## config.mk

```make
export PLATFORM = sky130hd
export DESIGN_NAME = kl_lock_ctrl
export DESIGN_NICKNAME = d
export VERILOG_FILES = /design/src/common/kl_pkg.sv /design/src/rtl/kl_lock_ctrl.sv
export SDC_FILE = /design/constraint.sdc
export NUM_CORES = 1
export LEC_CHECK = 0
export BUFFER_PORTS_ARGS = -buffer_cell sky130_fd_sc_hd__buf_4
export CAP_MARGIN = 30
export CELL_PAD_IN_SITES_DETAIL_PLACEMENT = 1
export CELL_PAD_IN_SITES_GLOBAL_PLACEMENT = 1
export CORE_MARGIN = 2
export CORE_UTILIZATION = 45
export CTS_CLUSTER_DIAMETER = 60
export DETAILED_ROUTE_END_ITERATION = 10
export GPL_TIMING_DRIVEN = 0
export PLACE_DENSITY_LB_ADDON = 0.1
export REMOVE_ABC_BUFFERS = 1
export SETUP_SLACK_MARGIN = 0.1
export SYNTH_ARGS = -nofsm -noshare
export SYNTH_HDL_FRONTEND = slang
export SYNTH_SLANG_ARGS = --single-unit
```

## constraint.sdc

```tcl
create_clock -name CORE_CLK -period 4.42 [get_ports CORE_CLK]
set_clock_uncertainty 0.2 [all_clocks]
set_input_delay 0 -clock CORE_CLK [delete_from_list [all_inputs] [get_ports CORE_CLK]]
set_output_delay 0 -clock CORE_CLK [all_outputs]
set_load 0.005 [all_outputs]
```

## src/common/kl_pkg.sv

```systemverilog
// Constants and types for the keypad lock and unlock control block
// Notes on behaviour
// - While locking is enabled, the first release code names the event that must be seen first to unlock.
// - The second release code names the event that must follow the first one to complete the unlock.
// - For key events, polarity bit 7 set selects a press, and a key release never matches any code.
// - For general input or logic events, polarity 0 matches the inactive and 1 the active event.
// - An event matching the lock trigger code locks the keypad.
// - Matching the lock trigger event sets the sticky lock interrupt flag.
// - While locked with a nonzero mask time, one event raises the event interrupt and starts the mask timer, and further events raise none until it expires or the keypad unlocks.
// - The 5-bit mask time is disabled at zero and otherwise counts that many seconds, 1 to 31.
// - After the first release event, a missing second event within the window, or any other event, returns to full lock.
// - The 3-bit unlock window is disabled at zero and otherwise lasts that many seconds, 1 to 7.
// - Bit 0 of the lock control register enables the lock function and its other bits are reserved.
package kl_pkg;
  // Register offsets
  localparam logic [7:0] KL_ADDR_FIRST = 8'h33;
  localparam logic [7:0] KL_ADDR_SECOND = 8'h34;
  localparam logic [7:0] KL_ADDR_TRIGGER = 8'h35;
  localparam logic [7:0] KL_ADDR_TIMING = 8'h36;
  localparam logic [7:0] KL_ADDR_CONTROL = 8'h37;
  // Field positions
  localparam int KL_POL_BIT = 7;
  localparam int KL_MASK_LSB = 3;
  localparam int KL_MASK_MSB = 7;
  localparam int KL_WIN_MSB = 2;
  localparam int KL_EN_BIT = 0;
  // Reset values
  localparam logic [7:0] KL_CODE_RST = 8'h00;
  localparam logic [7:0] KL_TIMING_RST = 8'h00;
  localparam logic KL_EN_RST = 1'b0;
  // Timing
  localparam int KL_CLK_PERIOD_NS = 100;
  localparam int KL_TICK_NS = 1000000000;
  localparam int KL_TICK_CYCLES = KL_TICK_NS / KL_CLK_PERIOD_NS;
  localparam int KL_PRE_W = 24;

  typedef enum logic [1:0] {
    KL_OPEN,
    KL_LOCKED,
    KL_HALF
  } kl_mode_e;
endpackage

```

## src/rtl/kl_lock_ctrl.sv

```systemverilog
// Keypad lock and unlock control with its five registers
module kl_lock_ctrl #(
  parameter int TICK_CYCLES = kl_pkg::KL_TICK_CYCLES
) (
  // Clock and reset
  input wire logic CORE_CLK,
  input wire logic RESET_N,
  // Register access
  input wire logic [7:0] REG_ADDR,
  input wire logic [7:0] REG_WDATA,
  input wire logic REG_WR,
  input wire logic REG_RD,
  output logic [7:0] REG_RDATA,
  // Incoming events
  input wire logic EVT_VALID,
  input wire logic [6:0] EVT_CODE,
  input wire logic EVT_STATE,
  input wire logic EVT_IS_KEY,
  // Status
  input wire logic LOCK_INT_CLR,
  output logic LOCK_INT,
  output logic EVENT_INT,
  output logic LOCKED
);

  typedef struct packed {
    kl_pkg::kl_mode_e mode;
    logic [7:0] first;
    logic [7:0] second;
    logic [7:0] trigger;
    logic [7:0] timing;
    logic en;
    logic [kl_pkg::KL_PRE_W-1:0] pre;
    logic [4:0] mask_cnt;
    logic [2:0] win_cnt;
    logic lock_int;
    logic evt_int;
    logic locked;
    logic [7:0] rdata;
  } kl_state_s;

  kl_state_s q;
  kl_state_s d;

  localparam logic [kl_pkg::KL_PRE_W-1:0] PRE_LAST = kl_pkg::KL_PRE_W'(TICK_CYCLES - 1);

  function automatic logic code_match(logic [7:0] c, logic [6:0] e, logic s, logic k);
    return (c[6:0] == e) && (c[kl_pkg::KL_POL_BIT] == s) && !(k && !s);
  endfunction

  logic tick;
  logic m_first;
  logic m_second;
  logic m_trig;
  logic ctl_wr;
  logic [4:0] mask_field;
  logic [2:0] win_field;

  assign tick = (q.pre == PRE_LAST);
  assign m_first = code_match(q.first, EVT_CODE, EVT_STATE, EVT_IS_KEY);
  assign m_second = code_match(q.second, EVT_CODE, EVT_STATE, EVT_IS_KEY);
  assign m_trig = code_match(q.trigger, EVT_CODE, EVT_STATE, EVT_IS_KEY);
  assign ctl_wr = REG_WR && (REG_ADDR == kl_pkg::KL_ADDR_CONTROL);
  assign mask_field = q.timing[kl_pkg::KL_MASK_MSB:kl_pkg::KL_MASK_LSB];
  assign win_field = q.timing[kl_pkg::KL_WIN_MSB:0];

  always_comb begin
    d = q;
    d.evt_int = 1'b0;
    // Register writes
    if (REG_WR) begin
      if (REG_ADDR == kl_pkg::KL_ADDR_FIRST) begin
        d.first = REG_WDATA;
      end else if (REG_ADDR == kl_pkg::KL_ADDR_SECOND) begin
        d.second = REG_WDATA;
      end else if (REG_ADDR == kl_pkg::KL_ADDR_TRIGGER) begin
        d.trigger = REG_WDATA;
      end else if (REG_ADDR == kl_pkg::KL_ADDR_TIMING) begin
        d.timing = REG_WDATA;
      end else if (REG_ADDR == kl_pkg::KL_ADDR_CONTROL) begin
        d.en = REG_WDATA[kl_pkg::KL_EN_BIT];
      end
    end
    // Register reads, reserved bits zero
    if (REG_RD) begin
      if (REG_ADDR == kl_pkg::KL_ADDR_FIRST) begin
        d.rdata = q.first;
      end else if (REG_ADDR == kl_pkg::KL_ADDR_SECOND) begin
        d.rdata = q.second;
      end else if (REG_ADDR == kl_pkg::KL_ADDR_TRIGGER) begin
        d.rdata = q.trigger;
      end else if (REG_ADDR == kl_pkg::KL_ADDR_TIMING) begin
        d.rdata = q.timing;
      end else if (REG_ADDR == kl_pkg::KL_ADDR_CONTROL) begin
        d.rdata = {7'h00, q.en};
      end else begin
        d.rdata = 8'h00;
      end
    end
    // One-second prescaler and timers
    d.pre = tick ? '0 : q.pre + 1'b1;
    if (tick && q.mask_cnt != 5'h00) begin
      d.mask_cnt = q.mask_cnt - 5'h01;
    end
    if (tick && q.win_cnt != 3'h0) begin
      d.win_cnt = q.win_cnt - 3'h1;
    end
    // Event interrupt gating
    if (EVT_VALID) begin
      if (q.mode == kl_pkg::KL_OPEN) begin
        d.evt_int = 1'b1;
      end else if (mask_field != 5'h00 && q.mask_cnt == 5'h00) begin
        d.evt_int = 1'b1;
        d.mask_cnt = mask_field;
      end
    end
    // Lock state
    if (!d.en) begin
      d.mode = kl_pkg::KL_OPEN;
      d.win_cnt = 3'h0;
      d.mask_cnt = 5'h00;
    end else if (!q.en) begin
      d.mode = kl_pkg::KL_LOCKED;
      d.win_cnt = 3'h0;
    end else if (EVT_VALID && m_trig) begin
      d.mode = kl_pkg::KL_LOCKED;
      d.lock_int = 1'b1;
      d.win_cnt = 3'h0;
    end else begin
      case (q.mode)
        kl_pkg::KL_LOCKED: begin
          if (EVT_VALID && m_first) begin
            d.mode = kl_pkg::KL_HALF;
            d.win_cnt = win_field;
          end
        end
        kl_pkg::KL_HALF: begin
          if (EVT_VALID && m_second) begin
            d.mode = kl_pkg::KL_OPEN;
            d.mask_cnt = 5'h00;
          end else if (EVT_VALID) begin
            d.mode = kl_pkg::KL_LOCKED;
          end else if (tick && q.win_cnt == 3'h1) begin
            d.mode = kl_pkg::KL_LOCKED;
          end
        end
        default: begin
        end
      endcase
    end
    // Sticky flag, set wins over clear
    if (LOCK_INT_CLR && !(d.en && q.en && EVT_VALID && m_trig)) begin
      d.lock_int = 1'b0;
    end
    d.locked = (d.mode != kl_pkg::KL_OPEN);
  end

  always_ff @(posedge CORE_CLK) begin
    if (!RESET_N) begin
      q <= '{mode: kl_pkg::KL_OPEN, first: kl_pkg::KL_CODE_RST, second: kl_pkg::KL_CODE_RST,
             trigger: kl_pkg::KL_CODE_RST, timing: kl_pkg::KL_TIMING_RST,
             en: kl_pkg::KL_EN_RST, pre: '0, mask_cnt: 5'h00, win_cnt: 3'h0,
             lock_int: 1'b0, evt_int: 1'b0, locked: 1'b0, rdata: 8'h00};
    end else begin
      q <= d;
    end
  end

  assign REG_RDATA = q.rdata;
  assign LOCK_INT = q.lock_int;
  assign EVENT_INT = q.evt_int;
  assign LOCKED = q.locked;
endmodule // kl_lock_ctrl

```

After elaboration in Yosys (flattened, before gate mapping)
Cells that the tools add are included.
Widths: inputs -> output; s select.
- register bits after elaboration: 78
- logic and storage cells: 106
- add/subtract/negate cells: 3
- equal/unequal tests: 15
- mux-type cells: 32
- bitwise operators: 6
- reduce and logical (&&, ||, !) cells: 37
- operators by type and width (operator ; number):
    $eq 8x6->1 const B ; 5
    $mux 5 ; 8
    $mux 8 ; 4
    $add 24x1->24 const B ; 1
    $eq 24x24->1 const B ; 1
    $eq 7x7->1 ; 3
    $logic_and 1x1->1 ; 18
    $mux 2 ; 7
    $reduce_bool 5->1 ; 2
    $mux 1 ; 9
    $mux 3 ; 3
    $not 1->1 ; 6
    $reduce_and 2->1 ; 3
    $reduce_and 3->1 ; 2
    $logic_not 5->1 ; 1
    $reduce_and 5->1 ; 1
    $sub 5x1->5 const B ; 1
    $pmux 2 s2 ; 1
    $reduce_and 4->1 ; 1
    $reduce_or 2->1 ; 2
    $reduce_or 4->1 ; 1
    $eq 1x1->1 ; 3
    $eq 3x1->1 const B ; 1
    $logic_not 1->1 ; 3
    other kinds (6) ; 6

Longest topological paths before layout
- depth after elaboration: 13
- mapped depth: 8
- gate-level depth less buffers: 7

Worst setup path after synthesis
OpenSTA, ideal clock, no wires.
- kind: flip-flop to flip-flop
- start: register q[19] in the netlist's numbering
- end: register q[17] in the netlist's numbering
- setup time: 74 ps
- arrival time: 2151 ps
- setup slack: 1995 ps
- cell stages (with the launch flop): 8
- buffers on the path: 1
- clock period less this slack: 2425 ps
- cells stage by stage: dfxtp_1 > ha_1 > nand2_1 > or4_4 > or2_1 > clkbuf_2 > or4_1 > a31oi_1
- longest elaborated chain between the ends: 10
- ends and longest elaborated chain (element ; line ; RTL):
    from (decl) ; kl_lock_ctrl.sv:42 ; kl_state_s q;
    from (signal assigned) ; kl_lock_ctrl.sv:160 ; q <= '{mode: kl_pkg::KL_OPEN, first: kl_pkg::KL_CODE_RST, second: kl_pkg::KL_CODE_RST,
    $eq 24x24->1 (*) ; kl_lock_ctrl.sv:59 ; assign tick = (q.pre == PRE_LAST);
    $logic_and 1x1->1 (*) ; kl_lock_ctrl.sv:102 ; if (tick && q.mask_cnt != 5'h00) begin
    $mux 5 (*) ; kl_lock_ctrl.sv:102 ;
    $mux 5 ; kl_lock_ctrl.sv:112 ; end else if (mask_field != 5'h00 && q.mask_cnt == 5'h00) begin
    $mux 5 ; kl_lock_ctrl.sv:110 ; if (q.mode == kl_pkg::KL_OPEN) begin
    $mux 5 (*) ; kl_lock_ctrl.sv:109 ; if (EVT_VALID) begin
    $mux 5 ; kl_lock_ctrl.sv:138 ; if (EVT_VALID && m_second) begin
    $mux 5 ; kl_lock_ctrl.sv:130 ; case (q.mode)
    $mux 5 ; kl_lock_ctrl.sv:125 ; end else if (EVT_VALID && m_trig) begin
    $mux 5 (*) ; kl_lock_ctrl.sv:122 ; end else if (!q.en) begin
Every way passes the cells marked *; elsewhere a longest branch is shown, timed or not.
A chain may end at the register's enable or synchronous reset.

Worst setup path in the final report
- start: input REG_ADDR[6]
- end: register q[62] in the netlist's numbering
- longest elaborated chain between the ends: 3
- ends and longest elaborated chain (element ; line ; RTL):
    from (decl) ; kl_lock_ctrl.sv:9 ; input wire logic [7:0] REG_ADDR,
    $eq 8x6->1 ; kl_lock_ctrl.sv:72 ; if (REG_ADDR == kl_pkg::KL_ADDR_FIRST) begin
    $not 1->1 (no line) ; n/a ;
    $reduce_and 3->1 (no line) (*) ; n/a ;
Marked as above.

==> metrics.md <==
| Metric | Value |
|---|---|
| CTS tree | yes |
| Critical path cell sequence | dlygate4sd3_1 -> buf_4 -> nor4b_1 -> nand2_1 -> nor4b_2 -> mux2i_1 -> dlygate4sd3_1 -> nor2_1 |
| Comb pwr share | 0.075 |
| Worst path depth | 8 |
| Synthesis-to-layout area growth | 20.6% |
| PortBufs | 41 |
| Initial Utilization | 0.460 |
| Flop pwr share | 0.484 |
| Slew HR | 0.302 |
| Switch Pwr | 0.323 mW |
| Site row count | 34 |
| Proportion of layout cells with a drive suffix above 1 | 0.138 |
| Remaining DRCs | 0 |
| Worst path required time | 4.48 ns |
| Yosys warns | 0 |
| Wire per inst | 17.5 µm |
| Final ANT Viol Nets | 0 |
| Hold path depth | 6 |
| Root buffer cell | clkbuf_8 |
| Yosys reg bits | just under 80 |
| CP Max Fanout | 4 |
| Die height | 98.2 µm |
| Startpoint types | primary input |
| Tightest Hold Check Type | in2reg |
| RSZ-0062 raised after global routing | false |
| Int Pwr | 1.15 mW |
| Async SR Flop Fraction | 0 |
| Worst Setup End Kind | flop |
| Global-route wire length before repair | roughly 19000 µm |
| Fmax | about 340 MHz |
| Die Span X | 98.2 µm |
| Fill cells | roughly 1000 |
| Crit path largest cell delay | ~0.62 ns |
| Post-synth EDFFs | 0 |
| Core area | 0.00868 mm² |
| CP dominant cell by count | dlygate4sd3_1 |
| Reg-to-reg startpoint | q[19] |
| Total die area | 0.00964 mm² |
| Synth Cell Area | 0.00399 mm² |
| R2r setup slk | roughly 1.7 ns |
| Hold path startpoint | EVT_CODE[1] |
| Hold endpoint | q[76] |
| RePlAce Congestion | 0.800 |
| Clock Pin Slew Worst Setup and Hold Paths | 0.08 ns |
| Sink Count | 78 |
| Outcome | finished, final reports clean |
| Post-synthesis cell type count | 58 |
| Reg2reg end | q[21] |
| Highest-delay cell along the critical path | nor4b_2 |
| DR vias/cell | 5.69 |
| Max-Cap Viols | 0 |
| Slew Viols, Final | 0 |
| Syn_area_per_cell | roughly 8.7 µm² |
| Leakage | 1.70 nW |
| Worst slew pin tran | 1.04 ns |
| IO Count | between 40 and 50 |
| Post-detail-place hpwl | just under 8000 µm |
| Critical Path AT | approximately 3 ns |
| Final hold vios | 0 |
| Setup TNS | 0 ns |
| Gate Count Post-Synth | roughly 460 |
| GRT Resource Usage Total | 0.242 |
| Final instance area | between 0.004 and 0.005 mm² |
| Vias in the first global route | 3848 |
| DRT Pass-1 Iters | 4 |
| Largest net degree at the start of global routing | 24 |
| Antenna cells | 0 |
| Largest delay share family, worst path | simple AND/OR/NAND/NOR gates |
| Synth top area share | 0.391 |
| Synth area leaders | dfxtp_1 39%, mux2i_1 8.0%, xnor2_1 6.1% |
| Worst skew pair latency | 0.36 ns |
| Tcrit/Tclk final | 0.664 |
| CTS Buf Count | 9 |
| Final nets | 551 |
| Max VDD drop | 0.172 mV |
| Synth Flop Type | dfxtp_1 |
| CTS Buffer Depth | 2 |
| Area of placed instances | 0.00437 mm² |
| Pwr Density | 306 mW/mm² |
| Vias after detailed routing | 3549 |
| Antenna violations before repair | 0 |
| Final setup fails | 0 |
| # H-tree levels | 3 |
| Sequential fraction of the synthesis area | 0.391 |
| Worst Reg-to-Reg Cells | 6 |
| Tmin final | 2.94 ns |
| DR iter-0 viols | 96 |
| Switching part of the total | 0.219 |
| Routed wire length | 10900 µm |
| Crit path kind | in2reg |
| Overflow after GRT | 0 |
| CP Buf/Inv Count | 3 |
| Clk pwr share | 0.441 |
| Largest area contributor in the netlist | dfxtp_1 |
per-stage QoR:
stage | hold WS (ns) | power (mW) | worst slack [ns] | util | std cells
2_1_floorplan | -0.104 | 0.764 | 1.77 | - | 435
3_3_place_gp | 0.0636 | 0.818 | 0.811 | 0.496 | 584
3_5_place_dp | 0.0742 | 0.825 | 1.67 | 0.503 | 588
4_1_cts | 0.0208 | 1.49 | 1.54 | 0.555 | 624
5_1_grt | 0.0558 | 1.52 | 1.28 | 0.555 | 624
6_report | 0.0440 | 1.47 | 1.48 | 0.555 | 624
routing by layer:
metal	up-vias	part of all wire	track usage
met5	-	0	0
met4	0	0.034	0.112
met3	28	0.027	0.0344
met2	67	0.51	0.437
met1	1735	0.43	0.283
li1	1719	-	-
power groups by stage:
stage / Combinational [mW] / Sequential (mW) / Clock [mW]
floorplan: 0.0347 / 0.729 / 0
global placement: 0.0893 / 0.729 / 0
detailed placement: 0.0954 / 0.729 / 0
CTS: 0.110 / 0.713 / 0.665
global route: 0.120 / 0.714 / 0.689
finish: 0.110 / 0.713 / 0.648
cell usage in the layout, fill, tap and decap left out, drive strengths merged, types with 3 or more instances in the layout:
cell type / n
nor4: 5
dfxtp: 78
mux2: 3
a21oi: 12
inv: 14
clkbuf: 11
or4: 5
a211oi: 15
o21ai: 10
nor3: 9
mux2i: 32
nand2: 37
nor2: 65
and2: 4
nand4: 9
nand2b: 3
ha: 8
nor4b: 6
or3: 3
buf: 45
xnor2: 28
bufinv: 3
a22oi: 7
and3: 6
dlygate4sd3: 21
xor2: 18
nand3: 24
and4: 4
nor2b: 3
a31oi: 3
kinds of logic (layout without fill, tap and decap cells):
kind of cell | count (synthesis) | in the layout | share of synthesized area
AO/OA/AOI/OAI | 62 | 62 | 0.105
XOR/XNOR | 46 | 46 | 0.101
adder cells (fa/ha/maj) | 8 | 8 | 0.0251
buffers and inverters | 41 | 96 | 0.0473
flip-flops | 78 | 78 | 0.391
multiplexers | 35 | 35 | 0.0887
AND/OR/NAND/NOR | 191 | 191 | 0.242
flip-flops by register name, summed over array words and instances, names as in the netlist:
register and cells:
LOCK_INT 1, mask_field 5, REG_RDATA 8, EVENT_INT 1
LOCKED 1, q 62
worst max-delay path by stage:
stage,start,slack (ns),end
after floorplan,REG_ADDR[7],1.77,q[60]
after global placement,REG_ADDR[7],0.81,q[62]
after detailed placement,q[19],1.67,q[39]
after CTS,REG_ADDR[7],1.54,q[62]
after global routing,REG_ADDR[6],1.28,q[62]
final,REG_ADDR[6],1.48,q[62]
worst reg2reg max path, delay by kind of cell (launching register included):
kind	cells	cell delay [ns]
AND/OR/NAND/NOR	5	1.77
flip-flops	1	0.40
adder cells (fa/ha/maj)	1	0.23
repair_timing:
action / in CTS / in global routing
hold buffers: 21 / 0
setup buffers: 0 / 0
endpoints found under the hold margin: 54 / 0
gates resized for setup: 0 / 0
cell usage after synthesis, drive strengths merged, types with 2 or more instances:
cell type  count
dfxtp         78
nor4           5
ha             8
mux2           3
nand2b         3
mux2i         32
xnor2         28
nor3           9
and2           4
inv           14
a21oi         12
and4           4
a22oi          7
nor2b          3
nand4          9
and3           6
a31oi          3
nand2         37
o211ai         2
xor2          18
nor4b          6
nor2          65
o21ai         10
buf           15
nand3         24
a211oi        15
or2            2
clkbuf        11
or4            5
or4b           2
or3            3
nand3b         2
cell type report:
type | instances | area (µm²) | area share
Multi-Input combinational cell | 342 | 2260 | 0.469
Sequential cell | 78 | 1560 | 0.324
Timing Repair Buffer | 66 | 569 | 0.118
Clock buffer | 11 | 141 | 0.0294
Tap cell | 108 | 135 | 0.0281
Clock inverter | 4 | 95.1 | 0.0198
Inverter | 15 | 56.3 | 0.0117
Note: power is estimated with default switching activity, not from simulation.
